[config.mk]
export PLATFORM = sky130hd
export DESIGN_NAME = cbsb_bus_unit
export DESIGN_NICKNAME = d
export VERILOG_FILES = /design/src/rtl/cbsb_pkg.sv /design/src/rtl/cbsb_parity.sv /design/src/rtl/cbsb_ratio.sv /design/src/rtl/cbsb_bus_unit.sv
export SDC_FILE = /design/constraint.sdc
export NUM_CORES = 1
export LEC_CHECK = 0
export BUFFER_PORTS_ARGS = -buffer_cell sky130_fd_sc_hd__clkbuf_2
export CAP_MARGIN = 0
export CORE_AREA = 5 5 278 280
export DETAILED_ROUTE_END_ITERATION = 10
export DIE_AREA = 0 0 283 285
export PLACE_DENSITY = 0.64
export SETUP_SLACK_MARGIN = 0.02
export SLEW_MARGIN = 15
export SYNTH_ARGS = -nofsm -noshare
export SYNTH_HDL_FRONTEND = slang
export SYNTH_HIERARCHICAL = 1
export SYNTH_SLANG_ARGS = --single-unit
[constraint.sdc]
create_clock -name CORE_CLK_IN -period 4 [get_ports CORE_CLK_IN]
set_clock_uncertainty 0.2 [all_clocks]
set_input_delay 0.8 -clock CORE_CLK_IN [delete_from_list [all_inputs] [get_ports CORE_CLK_IN]]
set_output_delay 0.8 -clock CORE_CLK_IN [all_outputs]
set_load 0.05 [all_outputs]
[src/rtl/cbsb_pkg.sv]
// Shared constants, types and carriers of the bus snoop, back-off and ready unit
package cbsb_pkg;
  // Register map
  localparam logic [7:0] REG_CTRL = 8'h00;
  localparam logic [7:0] REG_STATUS = 8'h04;
  localparam logic [7:0] REG_APERR = 8'h08;
  localparam int CTRL_WBUF_MASK_BIT = 0;
  localparam int CTRL_TRISTATE_BIT = 1;
  localparam logic [1:0] CTRL_RESET = 2'h0;
  localparam logic [15:0] APERR_RESET = 16'h0000;
  // Transfers
  localparam int BURST_BEATS = 4;
  localparam int LANES = 8;
  localparam int DATA_W = 64;
  // Strap default (weak pullups) and doubled ratio per strap code 000..111
  localparam logic [2:0] STRAP_DEFAULT = 3'h7;
  localparam logic [3:0] RATIO_X2_TABLE [8] = '{4'h9, 4'hA, 4'h8, 4'hB, 4'h5, 4'h6, 4'hC, 4'h7};

  typedef enum logic [2:0] {
    CYC_SINGLE = 3'b000,
    CYC_LINE_READ = 3'b001,
    CYC_WRITEBACK = 3'b010,
    CYC_SNOOP_WB = 3'b011,
    CYC_SPECIAL = 3'b100,
    CYC_INTACK = 3'b101
  } cbsb_kind_t;

  typedef enum logic [1:0] {
    ST_IDLE = 2'b00,
    ST_START = 2'b01,
    ST_XFER = 2'b10
  } cbsb_state_t;

  typedef struct packed {
    logic [31:3] addr;
    logic [7:0] lane_en_n;
    cbsb_kind_t kind;
    logic write;
    logic [255:0] line;
  } cbsb_req_t;

  typedef struct packed {
    logic [63:0] data;
    logic [7:0] dpar;
    logic [7:0] dpar_err;
    logic cacheable_n;
    logic wbsel;
    logic wbuf_empty_n;
    logic [1:0] beat;
  } cbsb_rsp_t;
endpackage : cbsb_pkg

[src/rtl/cbsb_parity.sv]
// Address parity and per-lane data parity generation and checking
`timescale 1ns/1ps
module cbsb_parity
  import cbsb_pkg::*;
#(
  parameter int NUM_LANES = LANES
) (
  // Operands
  input wire logic [31:5] addr_in,
  input wire logic [NUM_LANES*8-1:0] data_in,
  input wire logic [NUM_LANES-1:0] lane_en_n_in,
  input wire logic [NUM_LANES-1:0] lane_par_in,
  // Results
  output logic addr_par_out,
  output logic [NUM_LANES-1:0] lane_par_out,
  output logic [NUM_LANES-1:0] lane_err_out
);
  if (NUM_LANES < 1) begin : g_bad
    $error("cbsb_parity needs at least one lane");
  end

  // Even parity over the line address only
  assign addr_par_out = ^addr_in;

  for (genvar i = 0; i < NUM_LANES; i++) begin : g_lane
    logic even;
    assign even = ^data_in[i*8 +: 8];
    // Disabled lanes neither generate nor flag
    assign lane_par_out[i] = lane_en_n_in[i] ? 1'b0 : even;
    assign lane_err_out[i] = !lane_en_n_in[i] && (even != lane_par_in[i]);
  end
endmodule : cbsb_parity

[src/rtl/cbsb_ratio.sv]
// Clock-ratio strap capture at reset release and ratio decode
`timescale 1ns/1ps
module cbsb_ratio
  import cbsb_pkg::*;
(
  // Clock and reset
  input wire logic clk_in,
  input wire logic rst_in,
  // Strap pins
  input wire logic [2:0] strap_in,
  // Captured values
  output logic [2:0] strap_out,
  output logic [3:0] ratio_x2_out
);
  logic [2:0] sync1_ff;
  logic [2:0] sync2_ff;
  logic rst_d_ff;
  logic [2:0] strap_ff;
  logic [2:0] nxt_strap;

  always_comb begin
    nxt_strap = strap_ff;
    if (rst_d_ff && !rst_in) begin
      nxt_strap = sync2_ff;
    end
  end

  always_ff @(posedge clk_in) begin
    sync1_ff <= strap_in;
    sync2_ff <= sync1_ff;
    rst_d_ff <= rst_in;
    if (rst_in) begin
      strap_ff <= STRAP_DEFAULT;
    end else begin
      strap_ff <= nxt_strap;
    end
  end

  assign strap_out = strap_ff;
  assign ratio_x2_out = RATIO_X2_TABLE[strap_ff];
endmodule : cbsb_ratio

[src/rtl/cbsb_bus_unit.sv]
// Bus cycle engine: strobes, address hold, parity, back-off, transfer ready, strap
// How it works
// Copy strobe mirrors cycle start strobe exactly
// Address hold floats address and parity only
// Under address hold, start only snoop writebacks
// Hold and back-off sampled every edge, even reset
// Even address parity over bits 31..5
// Snoop strobe samples address; bad parity flags
// Parity error one clock, edge after strobe
// Parity error output glitch-free, driven except test
// Parity held from cycle start, driven when idle
// Parity floats on hold, back-off, hold acknowledge
// Lane enables qualify bytes; lane parity
// System drives all lanes on burst reads
// Lane enables float on back-off, hold acknowledge
// Strap code maps to core clock ratio
// Strap captured at reset release only
// Back-off aborts cycle and floats the bus
// Aborted cycle restarts from first transfer
// Back-off beats ready on same edge
// Ready sampled from edge after strobe negation
// System asserts ready when data is done
// Ready edge captures data, cacheable, writeback select
// One ready per single cycle, four per burst
// Ready copy treated exactly like ready
// Cycle start strobe one clock per cycle
`timescale 1ns/1ps
module cbsb_bus_unit
  import cbsb_pkg::*;
#(
  parameter int BURST_LEN = BURST_BEATS
) (
  // Clock and reset
  input wire logic CORE_CLK_IN,
  input wire logic SYS_RST_IN,
  // Register port
  input wire logic [7:0] REG_ADDR_IN,
  input wire logic [31:0] REG_WDATA_IN,
  input wire logic REG_WR_IN,
  input wire logic REG_RD_IN,
  output logic [31:0] REG_RDATA_OUT,
  // Core request and response
  input wire logic REQ_VALID_IN,
  input wire cbsb_req_t REQ_IN,
  output logic REQ_READY_OUT,
  output logic RSP_VALID_OUT,
  output cbsb_rsp_t RSP_OUT,
  output logic DONE_OUT,
  output logic SNOOP_VALID_OUT,
  output logic [31:5] SNOOP_ADDR_OUT,
  // Address and parity pins
  output logic [31:3] ADDRESS_BUS_OUT,
  output logic ADDRESS_BUS_OE_OUT,
  input wire logic [31:5] ADDRESS_BUS_IN,
  output logic ADDRESS_PARITY_BIT_OUT,
  output logic ADDRESS_PARITY_OE_OUT,
  input wire logic ADDRESS_PARITY_BIT_IN,
  output logic ADDRESS_PARITY_ERROR_N_OUT,
  output logic ADDRESS_PARITY_ERROR_OE_OUT,
  // Strobes, lanes and cycle definition
  output logic CYCLE_START_STROBE_N_OUT,
  output logic CYCLE_START_STROBE_COPY_N_OUT,
  output logic STROBE_OE_OUT,
  output logic [7:0] BYTE_LANE_ENABLES_N_OUT,
  output logic CYCLE_WRITE_OUT,
  output logic LANE_OE_OUT,
  // Data pins
  output logic [63:0] DATA_OUT,
  output logic [7:0] DATA_PARITY_BITS_OUT,
  output logic DATA_OE_OUT,
  input wire logic [63:0] DATA_IN,
  input wire logic [7:0] DATA_PARITY_BITS_IN,
  // Control inputs from the system and the hold acknowledge
  input wire logic ADDRESS_HOLD_REQ_IN,
  input wire logic BUS_BACKOFF_N_IN,
  input wire logic TRANSFER_READY_N_IN,
  input wire logic TRANSFER_READY_COPY_N_IN,
  input wire logic NEXT_ADDRESS_REQ_N_IN,
  input wire logic SNOOP_ADDRESS_STROBE_N_IN,
  input wire logic CACHEABLE_ACK_N_IN,
  input wire logic WRITE_BUFFER_EMPTY_N_IN,
  input wire logic WRITEBACK_SELECT_IN,
  input wire logic BUS_HOLD_REQ_IN,
  output logic HOLD_ACK_OUT,
  // Strap
  input wire logic [2:0] CORE_RATIO_STRAP_IN,
  output logic [3:0] CORE_RATIO_X2_OUT
);
  if (BURST_LEN < 1 || BURST_LEN > BURST_BEATS) begin : g_bad
    $error("BURST_LEN must lie in 1..4");
  end
  localparam logic [1:0] LAST_BEAT = 2'(BURST_LEN - 1);

  cbsb_state_t state_ff, nxt_state;
  cbsb_req_t cur_ff, nxt_cur;
  cbsb_rsp_t rsp_ff, nxt_rsp;
  logic [1:0] beat_ff, nxt_beat;
  logic have_ff, nxt_have;
  logic burst_ff, nxt_burst;
  logic na_seen_ff, nxt_na_seen;
  logic cach_n_ff, nxt_cach_n;
  logic wbsel_ff, nxt_wbsel;
  logic strobe_n_ff, nxt_strobe_n;
  logic [31:3] addr_ff, nxt_addr;
  logic [7:0] lanes_ff, nxt_lanes;
  logic wr_ff, nxt_wr;
  logic [63:0] data_ff, nxt_data;
  logic rsp_valid_ff, nxt_rsp_valid;
  logic done_ff, nxt_done;
  logic hold_ack_ff, nxt_hold_ack;
  logic addr_par_ff, nxt_addr_par;
  logic [7:0] dpar_ff, nxt_dpar;
  logic addr_oe_ff, nxt_addr_oe;
  logic bus_oe_ff, nxt_bus_oe;
  logic data_oe_ff, nxt_data_oe;
  logic address_parity_error_n_n_ff, nxt_address_parity_error_n_n;
  logic gap_ff, nxt_gap;
  logic snoop_v_ff, nxt_snoop_v;
  logic [31:5] snoop_addr_ff, nxt_snoop_addr;
  logic [1:0] ctrl_ff, nxt_ctrl;
  logic [15:0] errcnt_ff, nxt_errcnt;
  logic [31:0] rdata_ff, nxt_rdata;
  logic backoff_now, ready_now, start_go, tristate, burst_eff, last_beat, use_cach_n;
  logic snoop_samp, snoop_err, chk_par, gen_par;
  logic [7:0] lane_err, gen_dpar;
  logic [1:0] nxt_idx;
  logic [2:0] strap;

  assign backoff_now = !BUS_BACKOFF_N_IN;
  assign ready_now = !TRANSFER_READY_N_IN || !TRANSFER_READY_COPY_N_IN;
  assign tristate = ctrl_ff[CTRL_TRISTATE_BIT];
  // Address hold lets only a snoop writeback out
  assign start_go = have_ff && !backoff_now && !hold_ack_ff && !tristate
                    && (!ADDRESS_HOLD_REQ_IN || cur_ff.kind == CYC_SNOOP_WB);
  assign burst_eff = (cur_ff.kind == CYC_LINE_READ && !na_seen_ff && beat_ff == 2'h0)
                     ? !CACHEABLE_ACK_N_IN : burst_ff;
  assign last_beat = !burst_eff || beat_ff == LAST_BEAT;
  assign use_cach_n = na_seen_ff ? cach_n_ff : CACHEABLE_ACK_N_IN;
  assign nxt_idx = beat_ff + 2'h1;

  cbsb_parity #(.NUM_LANES(LANES)) u_chk (
    .addr_in(ADDRESS_BUS_IN),
    .data_in(DATA_IN),
    .lane_en_n_in(cur_ff.lane_en_n),
    .lane_par_in(DATA_PARITY_BITS_IN),
    .addr_par_out(chk_par),
    .lane_par_out(),
    .lane_err_out(lane_err)
  );

  cbsb_parity #(.NUM_LANES(LANES)) u_gen (
    .addr_in(nxt_addr[31:5]),
    .data_in(nxt_data),
    .lane_en_n_in(nxt_lanes),
    .lane_par_in(8'h00),
    .addr_par_out(gen_par),
    .lane_par_out(gen_dpar),
    .lane_err_out()
  );

  cbsb_ratio u_ratio (
    .clk_in(CORE_CLK_IN),
    .rst_in(SYS_RST_IN),
    .strap_in(CORE_RATIO_STRAP_IN),
    .strap_out(strap),
    .ratio_x2_out(CORE_RATIO_X2_OUT)
  );

  // Bus cycle sequencing
  always_comb begin
    nxt_state = state_ff;
    nxt_cur = cur_ff;
    nxt_rsp = rsp_ff;
    nxt_beat = beat_ff;
    nxt_have = have_ff;
    nxt_burst = burst_ff;
    nxt_na_seen = na_seen_ff;
    nxt_cach_n = cach_n_ff;
    nxt_wbsel = wbsel_ff;
    nxt_strobe_n = 1'b1;
    nxt_addr = addr_ff;
    nxt_lanes = lanes_ff;
    nxt_wr = wr_ff;
    nxt_data = data_ff;
    nxt_rsp_valid = 1'b0;
    nxt_done = 1'b0;
    if (!have_ff && REQ_VALID_IN) begin
      nxt_have = 1'b1;
      nxt_cur = REQ_IN;
    end
    unique case (state_ff)
      ST_IDLE: begin
        if (start_go) begin
          nxt_state = ST_START;
          nxt_strobe_n = 1'b0;
          nxt_addr = cur_ff.addr;
          nxt_lanes = cur_ff.lane_en_n;
          nxt_wr = cur_ff.write;
          nxt_data = cur_ff.line[63:0];
          nxt_beat = 2'h0;
          nxt_burst = cur_ff.kind == CYC_WRITEBACK || cur_ff.kind == CYC_SNOOP_WB;
          nxt_na_seen = 1'b0;
        end
      end
      ST_START: begin
        // Ready is not looked at on the edge that negates the strobe
        nxt_state = ST_XFER;
      end
      ST_XFER: begin
        if (!NEXT_ADDRESS_REQ_N_IN && !na_seen_ff) begin
          nxt_na_seen = 1'b1;
          nxt_cach_n = CACHEABLE_ACK_N_IN;
          nxt_wbsel = WRITEBACK_SELECT_IN;
          if (cur_ff.kind == CYC_LINE_READ) begin
            nxt_burst = !CACHEABLE_ACK_N_IN;
          end
        end
        if (ready_now) begin
          nxt_rsp_valid = 1'b1;
          nxt_rsp.beat = beat_ff;
          nxt_rsp.data = wr_ff ? 64'h0 : DATA_IN;
          nxt_rsp.dpar = wr_ff ? 8'h00 : DATA_PARITY_BITS_IN;
          nxt_rsp.dpar_err = wr_ff ? 8'h00 : lane_err;
          nxt_rsp.cacheable_n = wr_ff ? 1'b1 : use_cach_n;
          nxt_rsp.wbsel = na_seen_ff ? wbsel_ff : WRITEBACK_SELECT_IN;
          nxt_rsp.wbuf_empty_n = (wr_ff && !ctrl_ff[CTRL_WBUF_MASK_BIT]) ? WRITE_BUFFER_EMPTY_N_IN : 1'b1;
          nxt_burst = burst_eff;
          nxt_beat = nxt_idx;
          nxt_data = cur_ff.line[64*nxt_idx +: 64];
          if (last_beat) begin
            nxt_state = ST_IDLE;
            nxt_done = 1'b1;
            nxt_have = 1'b0;
          end
        end
      end
      default: begin
        nxt_state = ST_IDLE;
      end
    endcase
    // Back-off wins over everything, including a ready on the same edge
    if (backoff_now) begin
      nxt_state = ST_IDLE;
      nxt_strobe_n = 1'b1;
      nxt_rsp_valid = 1'b0;
      nxt_done = 1'b0;
      nxt_beat = 2'h0;
      if (have_ff) begin
        nxt_have = 1'b1;
      end
    end
    nxt_addr_par = gen_par;
    nxt_dpar = gen_dpar;
  end

  // Hold acknowledge only from an idle bus
  always_comb begin
    nxt_hold_ack = BUS_HOLD_REQ_IN && (hold_ack_ff || (state_ff == ST_IDLE && !start_go));
    nxt_addr_oe = !(backoff_now || ADDRESS_HOLD_REQ_IN || nxt_hold_ack) && !tristate;
    nxt_bus_oe = !(backoff_now || nxt_hold_ack) && !tristate;
    nxt_data_oe = nxt_bus_oe && nxt_wr && nxt_state == ST_XFER;
  end

  // Snoop address parity check
  always_comb begin
    snoop_samp = !SNOOP_ADDRESS_STROBE_N_IN && !addr_oe_ff && !gap_ff;
    snoop_err = snoop_samp && (chk_par != ADDRESS_PARITY_BIT_IN);
    nxt_address_parity_error_n_n = !snoop_err;
    nxt_gap = snoop_samp;
    nxt_snoop_v = snoop_samp;
    nxt_snoop_addr = snoop_samp ? ADDRESS_BUS_IN : snoop_addr_ff;
  end

  // Register file
  always_comb begin
    nxt_ctrl = ctrl_ff;
    nxt_errcnt = errcnt_ff;
    nxt_rdata = 32'h0;
    if (snoop_err && errcnt_ff != 16'hFFFF) begin
      nxt_errcnt = errcnt_ff + 16'h1;
    end
    if (REG_WR_IN && REG_ADDR_IN == REG_CTRL) begin
      nxt_ctrl = REG_WDATA_IN[1:0];
    end
    // A new error in the clearing cycle survives
    if (REG_WR_IN && REG_ADDR_IN == REG_APERR) begin
      nxt_errcnt = snoop_err ? 16'h1 : 16'h0;
    end
    if (REG_RD_IN) begin
      unique case (REG_ADDR_IN)
        REG_CTRL: nxt_rdata = {30'h0, ctrl_ff};
        REG_STATUS: nxt_rdata = {18'h0, strap, CORE_RATIO_X2_OUT, state_ff, have_ff, hold_ack_ff, 1'b0,
                                 !bus_oe_ff, !addr_oe_ff};
        REG_APERR: nxt_rdata = {16'h0, errcnt_ff};
        default: nxt_rdata = 32'h0;
      endcase
    end
  end

  // Float control follows the inputs even while reset is held
  always_ff @(posedge CORE_CLK_IN) begin
    addr_oe_ff <= nxt_addr_oe;
    bus_oe_ff <= nxt_bus_oe;
  end

  always_ff @(posedge CORE_CLK_IN) begin
    if (SYS_RST_IN) begin
      state_ff <= ST_IDLE;
      cur_ff <= '0;
      rsp_ff <= '0;
      beat_ff <= 2'h0;
      have_ff <= 1'b0;
      burst_ff <= 1'b0;
      na_seen_ff <= 1'b0;
      cach_n_ff <= 1'b1;
      wbsel_ff <= 1'b0;
      strobe_n_ff <= 1'b1;
      addr_ff <= '0;
      lanes_ff <= 8'hFF;
      wr_ff <= 1'b0;
      data_ff <= 64'h0;
      rsp_valid_ff <= 1'b0;
      done_ff <= 1'b0;
      hold_ack_ff <= 1'b0;
      addr_par_ff <= 1'b0;
      dpar_ff <= 8'h00;
      data_oe_ff <= 1'b0;
      address_parity_error_n_n_ff <= 1'b1;
      gap_ff <= 1'b0;
      snoop_v_ff <= 1'b0;
      snoop_addr_ff <= '0;
      ctrl_ff <= CTRL_RESET;
      errcnt_ff <= APERR_RESET;
      rdata_ff <= 32'h0;
    end else begin
      state_ff <= nxt_state;
      cur_ff <= nxt_cur;
      rsp_ff <= nxt_rsp;
      beat_ff <= nxt_beat;
      have_ff <= nxt_have;
      burst_ff <= nxt_burst;
      na_seen_ff <= nxt_na_seen;
      cach_n_ff <= nxt_cach_n;
      wbsel_ff <= nxt_wbsel;
      strobe_n_ff <= nxt_strobe_n;
      addr_ff <= nxt_addr;
      lanes_ff <= nxt_lanes;
      wr_ff <= nxt_wr;
      data_ff <= nxt_data;
      rsp_valid_ff <= nxt_rsp_valid;
      done_ff <= nxt_done;
      hold_ack_ff <= nxt_hold_ack;
      addr_par_ff <= nxt_addr_par;
      dpar_ff <= nxt_dpar;
      data_oe_ff <= nxt_data_oe;
      address_parity_error_n_n_ff <= nxt_address_parity_error_n_n;
      gap_ff <= nxt_gap;
      snoop_v_ff <= nxt_snoop_v;
      snoop_addr_ff <= nxt_snoop_addr;
      ctrl_ff <= nxt_ctrl;
      errcnt_ff <= nxt_errcnt;
      rdata_ff <= nxt_rdata;
    end
  end

  assign REG_RDATA_OUT = rdata_ff;
  assign REQ_READY_OUT = !have_ff;
  assign RSP_VALID_OUT = rsp_valid_ff;
  assign RSP_OUT = rsp_ff;
  assign DONE_OUT = done_ff;
  assign SNOOP_VALID_OUT = snoop_v_ff;
  assign SNOOP_ADDR_OUT = snoop_addr_ff;
  assign ADDRESS_BUS_OUT = addr_ff;
  assign ADDRESS_BUS_OE_OUT = addr_oe_ff;
  assign ADDRESS_PARITY_BIT_OUT = addr_par_ff;
  assign ADDRESS_PARITY_OE_OUT = addr_oe_ff;
  assign ADDRESS_PARITY_ERROR_N_OUT = address_parity_error_n_n_ff;
  assign ADDRESS_PARITY_ERROR_OE_OUT = !tristate;
  assign CYCLE_START_STROBE_N_OUT = strobe_n_ff;
  assign CYCLE_START_STROBE_COPY_N_OUT = strobe_n_ff;
  assign STROBE_OE_OUT = bus_oe_ff;
  assign BYTE_LANE_ENABLES_N_OUT = lanes_ff;
  assign CYCLE_WRITE_OUT = wr_ff;
  assign LANE_OE_OUT = bus_oe_ff;
  assign DATA_OUT = data_ff;
  assign DATA_PARITY_BITS_OUT = dpar_ff;
  assign DATA_OE_OUT = data_oe_ff;
  assign HOLD_ACK_OUT = hold_ack_ff;
endmodule : cbsb_bus_unit

==> results of run 1 <==
==> power by group through the flow <==
stage / Combinational (mW) / Sequential (mW) / Clock, mW
floorplan: 0.919 / 6.38 / 0
global placement: 1.65 / 6.28 / 0
CTS: 1.67 / 6.16 / 6.39
finish: 1.65 / 6.16 / 6.23
global route: 1.79 / 6.18 / 6.64
detailed placement: 1.66 / 6.28 / 0
==> worst max path at each step <==
stage                            start                      end  slack, ps  cells past startpoint
floorplan           ADDRESS_BUS_IN[27]             errcnt_ff[9]        720                      9
global placement      BUS_BACKOFF_N_IN  DATA_PARITY_BITS_OUT[6]        330                     12
detailed placement    BUS_BACKOFF_N_IN  DATA_PARITY_BITS_OUT[6]        290                     12
CTS                         beat_ff[1]  DATA_PARITY_BITS_OUT[5]        410                     12
global route                beat_ff[1]  DATA_PARITY_BITS_OUT[5]        280                     12
finish                      beat_ff[1]  DATA_PARITY_BITS_OUT[5]        470                     12
==> critical path, stage by stage, from the launching register on <==
cell and delay [ps]:
dfxtp_1 370, inv_1 80, ha_4 480, buf_12 240
mux2_2 350, nand2_1 180, a21oi_1 100, a221o_1 310
xnor2_1 240, xnor2_1 120, xnor2_1 470, nor2_1 70
nor2b_1 140
==> state kept, by name (all words and copies together) (netlist names), 2 cells and up <==
name                     count
cur_ff                     297
RSP_OUT                     85
DATA_OUT                    64
ADDRESS_BUS_OUT             29
SNOOP_ADDR_OUT              27
REG_RDATA_OUT               16
errcnt_ff                   16
BYTE_LANE_ENABLES_N_OUT      8
DATA_PARITY_BITS_OUT         8
u_ratio/strap_out            3
u_ratio/sync1_ff             3
u_ratio/sync2_ff             3
beat_ff                      2
ctrl_ff                      2
state_ff                     2
==> layout make-up <==
cell class	instances	area (sq um)
Inverter	11	41.3
Antenna cell	11	27.5
Sequential cell	582	11700
Clock inverter	18	313
Fill cell	7699	43400
Timing Repair Buffer	721	3890
Tap cell	969	1210
Clock buffer	101	1940
Multi-Input combinational cell	2169	11800
==> metal layers <==
metal | global-route usage | vias up | share of wire
met4 | 0.0643 | 36 | 0.029
met3 | 0.0732 | 160 | 0.083
met1 | 0.245 | 10400 | 0.38
met5 | 0 | - | 0.0025
met2 | 0.395 | 736 | 0.50
li1 | - | 11000 | -
==> placed cells by master, fill, tap and decap left out, types with 9 or more instances in the layout <==
| cell type | count |
|---|---|
| mux2_2 | 60 |
| conb_1 | 16 |
| clkbuf_16 | 67 |
| buf_4 | 26 |
| inv_1 | 10 |
| diode_2 | 11 |
| xnor3_1 | 12 |
| clkbuf_2 | 680 |
| nand3b_1 | 81 |
| a221o_1 | 60 |
| xnor2_1 | 149 |
| clkbuf_1 | 20 |
| nand3_1 | 16 |
| clkbuf_8 | 14 |
| nor2b_1 | 75 |
| dfxtp_1 | 581 |
| o21ai_0 | 13 |
| buf_12 | 14 |
| or2_2 | 9 |
| nand2_1 | 991 |
| mux2i_1 | 12 |
| a21oi_1 | 513 |
| a22oi_1 | 11 |
| nor2_1 | 54 |
==> through the flow <==
step	cells	instance area [sq um]	util	worst slack (ps)	power, mW
after floorplan	2995	24400	-	724	7.30
after global placement	4452	28600	0.385	327	7.92
after detailed placement	4452	28600	0.385	290	7.94
after CTS	4571	30800	0.415	407	14.2
after global routing	4573	30800	0.415	278	14.6
final	4582	30800	0.416	466	14.0
==> run metrics, run 1 <==
Max Clock Freq approximately 0.28 GHz; number of global-route vias before repair 21800; cts hold-fix bufs 0; CP Capture Type register; # IOs 728; Max Root-Sink Buffers 3; Antenna Nets Post-Route 0; Die Area 80700 sq um; Detailed Route WL 93.3 mm; CORE AREA 74200 sq um; Final setup viols 0; Layout area overhead 26.9%; R2R depth 12; outcome finished, final reports clean; Num CTS Buffers 67; Final Hold Viols 0; CTS tree done; Worst setup SP type register; routability cong. 0.901; Clock Pin Slew Worst Setup and Hold Paths 60 ps; Min-Delay Path Class in -> reg; wire per inst 20.4 um; sequential power share 0.438; hold depth 1; WP data required between 4000 and 5000 ps; reg-to-reg setup timing slack 470 ps; H-tree Lvls 3; first-pass GRT wire length between 100 and 150 mm; PortBufs slightly below 700; Sum Neg Setup Slack 0 ps; Slew Limit Fails 0; Clk pwr share 0.444; first-pass detailed-route iteration total 5; initial core utilization 0.328; maxcap violations 0; sw frac 0.269; chip height 285 um; Leakage Power 12.6 nW; row count 100; hold path start CORE_RATIO_STRAP_IN[2]; Tightest Pin Transition 1030 ps; CTS root buf clkbuf_16; Die X 283 um; NetSw 3.78 mW; reg2reg start beat_ff[1]; Setup Buffers After CTS 0; Crit Reg-Reg Endpoint DATA_PARITY_BITS_OUT[5]; Skew-Pair Late Insertion Delay 610 ps; Hold Path Sink u_ratio/sync1_ff[2]; Int Pwr 10.3 mW; DR vias/cell 4.87; # clock sinks a little under 600; post-synthesis cell area 24300 sq um; Period Utilization, post-route 0.883; min Tclk post-route 3530 ps; largest net degree at the start of global routing 152; Post-CTS Resized 0; layout cells sized above 1 0.252; Setup CP Type reg -> reg; # DRC 0; maximum VDD drop between 0.0002 and 0.0003 V; # nets final around 4000; power density over the cells 455 nW/um^2; RSZ-0062 raised after global routing no; worst-path maximum fanout 26; Avg Inst Size Synth 8.16 sq um; HPWL after detailed placement 69.0 mm; Slew HR 0.314; remaining global-route overflow 0; yosys warns 6; Gate power share 0.118; Worst EP arrival between 3000 and 4000 ps; Synth Instances 2980; initial antenna violation count 33; via count 22300; initial DRC count 1570; hold_ws between 80 and 90 ps; overall fraction of global-route tracks in use 0.218
Note: power is estimated with default switching activity, not from simulation.
==> inputs of run 2 (changes only) <==
CORE_AREA = 5 5 282 284   (was 5 5 278 280)
DIE_AREA = 0 0 287 289   (was 0 0 283 285)
PLACE_DENSITY = 0.63   (was 0.64)
==> run 2 against run 1 <==
Net effect: power is 1.3% higher; register-to-register slack improved by 100 ps; first-iteration DRC count fell by 5.9%; via count decreased by 0.26%; cell area up 0.53%; non-clock buffer count is 2 lower.
==> run metrics, run 2 (synthesis results as in run 1) <==
RSZ-0062 raised after global routing no; hold depth 1 (unchanged); # IOs 728 (unchanged); H-tree Lvls 3 (unchanged); Sum Neg Setup Slack 0 ps (unchanged); cell total after placement 4521 (+1.5%); remaining global-route overflow 0 (unchanged); Max Clock Freq 0.291 GHz (+2.9%); CP Capture Type register; Min-Delay Path Class in -> reg; non-filler cells, final 4658 (+1.7%); Leakage Power 12.7 nW (+0.34%); max reg flops 297 (unchanged); fillers 8000 (+3.9%); Crit path depth 10 (-2); PnR worst setup slack 567 ps (+101 ps); Slew Limit Fails 0 (unchanged); cts hold-fix bufs 0 (unchanged); DR vias/cell 4.78 (-1.9%); hold path start CORE_RATIO_STRAP_IN[2]; initial DRC count 1477 (-5.9%); Buf/Inv on CP 1 (-1); pre-CTS setup slack 192 ps (-98.8 ps); CTS root buf clkbuf_16; utilization after layout 0.404 (-0.0121); maximum VDD drop 0.000288 V (+3.5%); # nets final 4010 (-0.025%); reg-to-reg setup timing slack 570 ps (+100 ps); PortBufs 681 (unchanged); Period Utilization, post-route 0.858 (-0.0252); Num CTS Buffers 68 (+1.5%); R2R depth 10 (-2); Top reg by flops cur_ff; Clock Pin Slew Worst Setup and Hold Paths 60 ps (about the same); via count 22300 (-0.26%); routability cong. 0.886 (-1.6%); Hold Path Sink u_ratio/sync1_ff[2]; leading cell type in the layout, fill and taps excluded nand2_1; Placement Cell Area 28600 sq um (+0.30%); chip height 289 um (+1.4%); layout cells sized above 1 0.255 (+0.00298); min Tclk post-route 3430 ps (-101 ps); Crit Reg-Reg Endpoint DATA_PARITY_BITS_OUT[2]; crit-path max cell delay 590 ps (+110 ps); Worst path top cell family by delay simple AND/OR/NAND/NOR gates; Finished Cell Area 31000 sq um (+0.53%); # DRC 0 (unchanged); Max Root-Sink Buffers 3 (unchanged); most frequent cells in the layout nand2_1 (991), clkbuf_2 (680), dfxtp_1 (581), a21oi_1 (513), xnor2_1 (149); worst-path maximum fanout 30 (+15%); outcome finished, final reports clean; first-pass detailed-route iteration total 5 (unchanged); # clock sinks 582 (unchanged); largest net degree at the start of global routing 172 (+13%); Die X 287 um (+1.4%); CP Cell Sequence and3b_1 -> o2111a_2 -> nor2_4 -> buf_4 -> a221o_1 -> xnor2_1 -> xnor2_1 -> xnor2_1 -> nor2_1 -> nor2b_1; first-pass GRT wire length 135 mm (-0.67%); Die Area 82900 sq um (+2.8%); Setup Buffers After CTS 0 (unchanged); wire per inst 20.4 um (+0.12%); Final setup viols 0 (unchanged); CORE AREA 76800 sq um (+3.5%); HPWL after detailed placement 70.3 mm (+1.9%); CP max stage cell nor2_4; row count 102 (+2.0%); Worst setup SP type register; maxcap violations 0 (unchanged); Post-CTS Resized 0 (unchanged); Antenna Nets Post-Route 0 (unchanged); power density over the cells 459 nW/um^2 (+0.75%); Worst EP arrival 3680 ps (-120 ps); Slew HR 0.323 (+0.00912); reg2reg start cur_ff[259]; Detailed Route WL 95.0 mm (+1.8%); initial core utilization 0.316 (-0.0112); Skew-Pair Late Insertion Delay 600 ps (about the same); Layout area overhead 27.5%; initial antenna violation count 29 (-12%); number of global-route vias before repair 21100 (-2.8%); most frequent cell on the critical path xnor2_1; Setup CP Type reg -> reg; Tightest Pin Transition 1020 ps (-13.7 ps); CTS tree done; WP data required 4250 ps (about the same); Final Hold Viols 0 (unchanged); overall fraction of global-route tracks in use 0.215 (-0.00345)
## run 2: cell types whose count changed in the layout (fill, tap and decap cells not counted), sizes merged
cell	before	now
clkbuf	781	775
clkinv	13	14
clkinvlp	1	2
diode	11	15
buf	41	39
inv	12	17
bufinv	3	5
## run 2: layout make-up
class | instances | area, sq um | area share
Multi-Input combinational cell | 2169 | 11800 | 0.379
Sequential cell | 582 | 11700 | 0.376
Timing Repair Buffer | 719 | 3890 | 0.126
Clock buffer | 95 | 1970 | 0.0636
Tap cell | 1040 | 1300 | 0.0420
Clock inverter | 27 | 350 | 0.0113
Inverter | 11 | 41.3 | 0.00133
Antenna cell | 15 | 37.5 | 0.00121
## run 2: per-layer routing
layer  part of all wire  track usage
met1               0.39        0.246
met2               0.49        0.378
met3              0.087       0.0691
met4              0.032       0.0751
met5             0.0021            0
## run 2: worst max-delay path by stage
stage                       start                      end  slack [ps]
6_report              cur_ff[259]  DATA_PARITY_BITS_OUT[2]         570
2_1_floorplan  ADDRESS_BUS_IN[27]             errcnt_ff[9]         720
3_5_place_dp     BUS_BACKOFF_N_IN  DATA_PARITY_BITS_OUT[3]         190
5_1_grt                beat_ff[1]  DATA_PARITY_BITS_OUT[5]         350
3_3_place_gp     BUS_BACKOFF_N_IN  DATA_PARITY_BITS_OUT[3]         170
4_1_cts                beat_ff[1]  DATA_PARITY_BITS_OUT[5]         520
## run 2: report_power, final
part	switching (mW)	leakage, nW	total (mW)	internal [mW]
sequential	0.127	4.74	6.15	6.02
clock	2.59	1.14	6.40	3.81
combinational	1.04	6.78	1.67	0.626
total	3.76	12.7	14.2	10.5
## run 2: worst reg2reg max path, stage by stage, from the launching register on
cell and delay (ps):
dfxtp_1 380, and3b_1 250, o2111a_2 310, nor2_4 590
buf_4 500, a221o_1 300, xnor2_1 140, xnor2_1 120
xnor2_1 310, nor2_1 70, nor2b_1 130
## run 2: stage by stage
step / total power, mW / hold slack, ps
after floorplan: 7.30 / 110
after global placement: 7.93 / 114
after detailed placement: 7.95 / 112
after CTS: 14.4 / 38.8
after global routing: 14.8 / 54.6
final: 14.2 / 94.7
==> inputs of run 3 (changes only) <==
CORE_AREA = 5 5 280 282   (was 5 5 282 284)
DIE_AREA = 0 0 285 287   (was 0 0 287 289)
PLACE_DENSITY = 0.64   (was 0.63)
clock period = 4.3 ns   (was 4 ns; I/O delays follow)
==> run 3 against run 2 <==
Net effect: cell area shrank 0.50%; final cell count shrank 1.4%; critical path depth grew 2; largest cell class unchanged; highest routed layer unchanged.
==> run metrics, run 3 (synthesis results as in run 1) <==
# IOs 728 (unchanged); Detailed Route WL 93.1 mm (-2.0%); # clock sinks 582 (unchanged); first-pass GRT wire length 135 mm (-0.18%); RSZ-0062 raised after global routing no; reg-to-reg setup timing slack 720 ps (+150 ps); Final setup viols 0 (unchanged); overall fraction of global-route tracks in use 0.215 (+0.000310); most frequent cell on the critical path xnor2_1; outcome finished, final reports clean; Placement Cell Area 28500 sq um (-0.47%); Leakage Power 12.6 nW (-0.25%); CP Capture Type register; Slew HR 0.310 (-0.0127); initial DRC count 1515 (+2.6%); CTS root buf clkbuf_16; initial core utilization 0.322 (+0.00581); Buf/Inv on CP 2 (+1); Worst EP arrival 3830 ps (+150 ps); HPWL after detailed placement 69.0 mm (-1.8%); wire per inst 20.3 um (-0.62%); remaining global-route overflow 0 (unchanged); Hold Path Sink u_ratio/sync2_ff[2]; chip height 287 um (-0.69%); Top reg by flops cur_ff; routability cong. 0.909 (+2.6%); maxcap violations 0 (unchanged); Power, Total 13.2 mW (-7.4%); Setup Buffers After CTS 0 (unchanged); number of global-route vias before repair 21300 (+0.60%); crit-path max cell delay 540 ps (-50 ps); Finished Cell Area 30800 sq um (-0.50%); Tightest Pin Transition 1030 ps (+19.1 ps); Antenna Nets Post-Route 0 (unchanged); Min-Delay Path Class reg -> reg; Layout area overhead 26.9%; layout cells sized above 1 0.256 (+0.000562); CP Cell Sequence inv_1 -> ha_4 -> buf_4 -> mux2_2 -> nand2_1 -> a21oi_1 -> a221o_1 -> xnor2_1 -> xnor2_1 -> xnor2_1 -> nor2_1 -> nor2b_1; worst-path maximum fanout 25 (-17%); Post-CTS Resized 0 (unchanged); Slew Limit Fails 0 (unchanged); hold_ws 126 ps (+31.8 ps); Clock Pin Slew Worst Setup and Hold Paths 60 ps (about the same); Die Area 81800 sq um (-1.4%); CORE AREA 75400 sq um (-1.8%); largest net degree at the start of global routing 176 (+2.3%); Sum Neg Setup Slack 0 ps (unchanged); maximum VDD drop 0.000310 V (+7.8%); power density over the cells 427 nW/um^2 (-7.0%); PortBufs 681 (unchanged); Final Hold Viols 0 (unchanged); via count 22200 (-0.24%); Period Utilization, post-route 0.833 (-0.0256); Die X 285 um (-0.70%); initial antenna violation count 29 (unchanged); DR vias/cell 4.84 (+1.2%); Num CTS Buffers 67 (-1.5%); Crit Reg-Reg Endpoint DATA_PARITY_BITS_OUT[5]; most frequent cells in the layout nand2_1 (991), clkbuf_2 (680), dfxtp_1 (581), a21oi_1 (513), xnor2_1 (149); row count 101 (-0.98%); # DRC 0 (unchanged); Worst path top cell family by delay XOR/XNOR gates; reg2reg start beat_ff[1]; hold depth 0 (-1); CTS tree done; # nets final 4008 (-0.050%); CP max stage cell ha_4; cts hold-fix bufs 0 (unchanged); hold path start u_ratio/sync1_ff[2]; first-pass detailed-route iteration total 6 (+1); Max Root-Sink Buffers 3 (unchanged); leading cell type in the layout, fill and taps excluded nand2_1; Worst setup SP type register; max reg flops 297 (unchanged); R2R depth 12 (+2); fillers 7759 (-3.0%); Skew-Pair Late Insertion Delay 600 ps (about the same); min Tclk post-route 3580 ps (+147 ps); Max Clock Freq 0.279 GHz (-4.1%); WP data required 4550 ps (+300 ps); H-tree Lvls 3 (unchanged); Setup CP Type reg -> reg
[run 3: routing by layer]
metal	global-route usage	vias up	share of wire
met5	0	-	0.0020
met4	0.0658	26	0.028
met3	0.0671	141	0.089
met2	0.385	766	0.50
met1	0.247	10300	0.38
li1	-	11000	-
[run 3: final cells by class]
type / instances / area (sq um) / area share
diodes: 15 / 37.5 / 0.00122
clock buffers: 93 / 2010 / 0.0651
clock inverters: 26 / 295 / 0.00957
inverters: 11 / 41.3 / 0.00134
multi-input cells: 2169 / 11800 / 0.381
flip-flops and latches: 582 / 11700 / 0.378
well taps: 978 / 1220 / 0.0397
repair buffers: 718 / 3830 / 0.124
[run 3: how the worst max path moves through the flow]
stage / startpoint / to / slack, ps / depth (start not counted)
finish: beat_ff[1] / DATA_PARITY_BITS_OUT[5] / 720 / 12
global route: beat_ff[1] / DATA_PARITY_BITS_OUT[5] / 520 / 12
CTS: beat_ff[1] / DATA_PARITY_BITS_OUT[5] / 650 / 12
detailed placement: TRANSFER_READY_COPY_N_IN / DATA_PARITY_BITS_OUT[5] / 470 / 11
global placement: TRANSFER_READY_COPY_N_IN / DATA_PARITY_BITS_OUT[5] / 490 / 11
floorplan: ADDRESS_BUS_IN[27] / errcnt_ff[9] / 960 / 9
[run 3: per-stage QoR]
stage / worst slack (ps) / utilization / instances
2_1_floorplan: 964 / - / 2995
3_3_place_gp: 485 / 0.378 / 4458
3_5_place_dp: 471 / 0.378 / 4458
4_1_cts: 646 / 0.408 / 4577
5_1_grt: 523 / 0.408 / 4578
6_report: 720 / 0.409 / 4592
[run 3: report_power, final]
group / switching (mW) / internal [mW]
Clock: 2.39 / 3.52
Combinational: 0.952 / 0.578
Sequential: 0.120 / 5.60
Total: 3.46 / 9.70
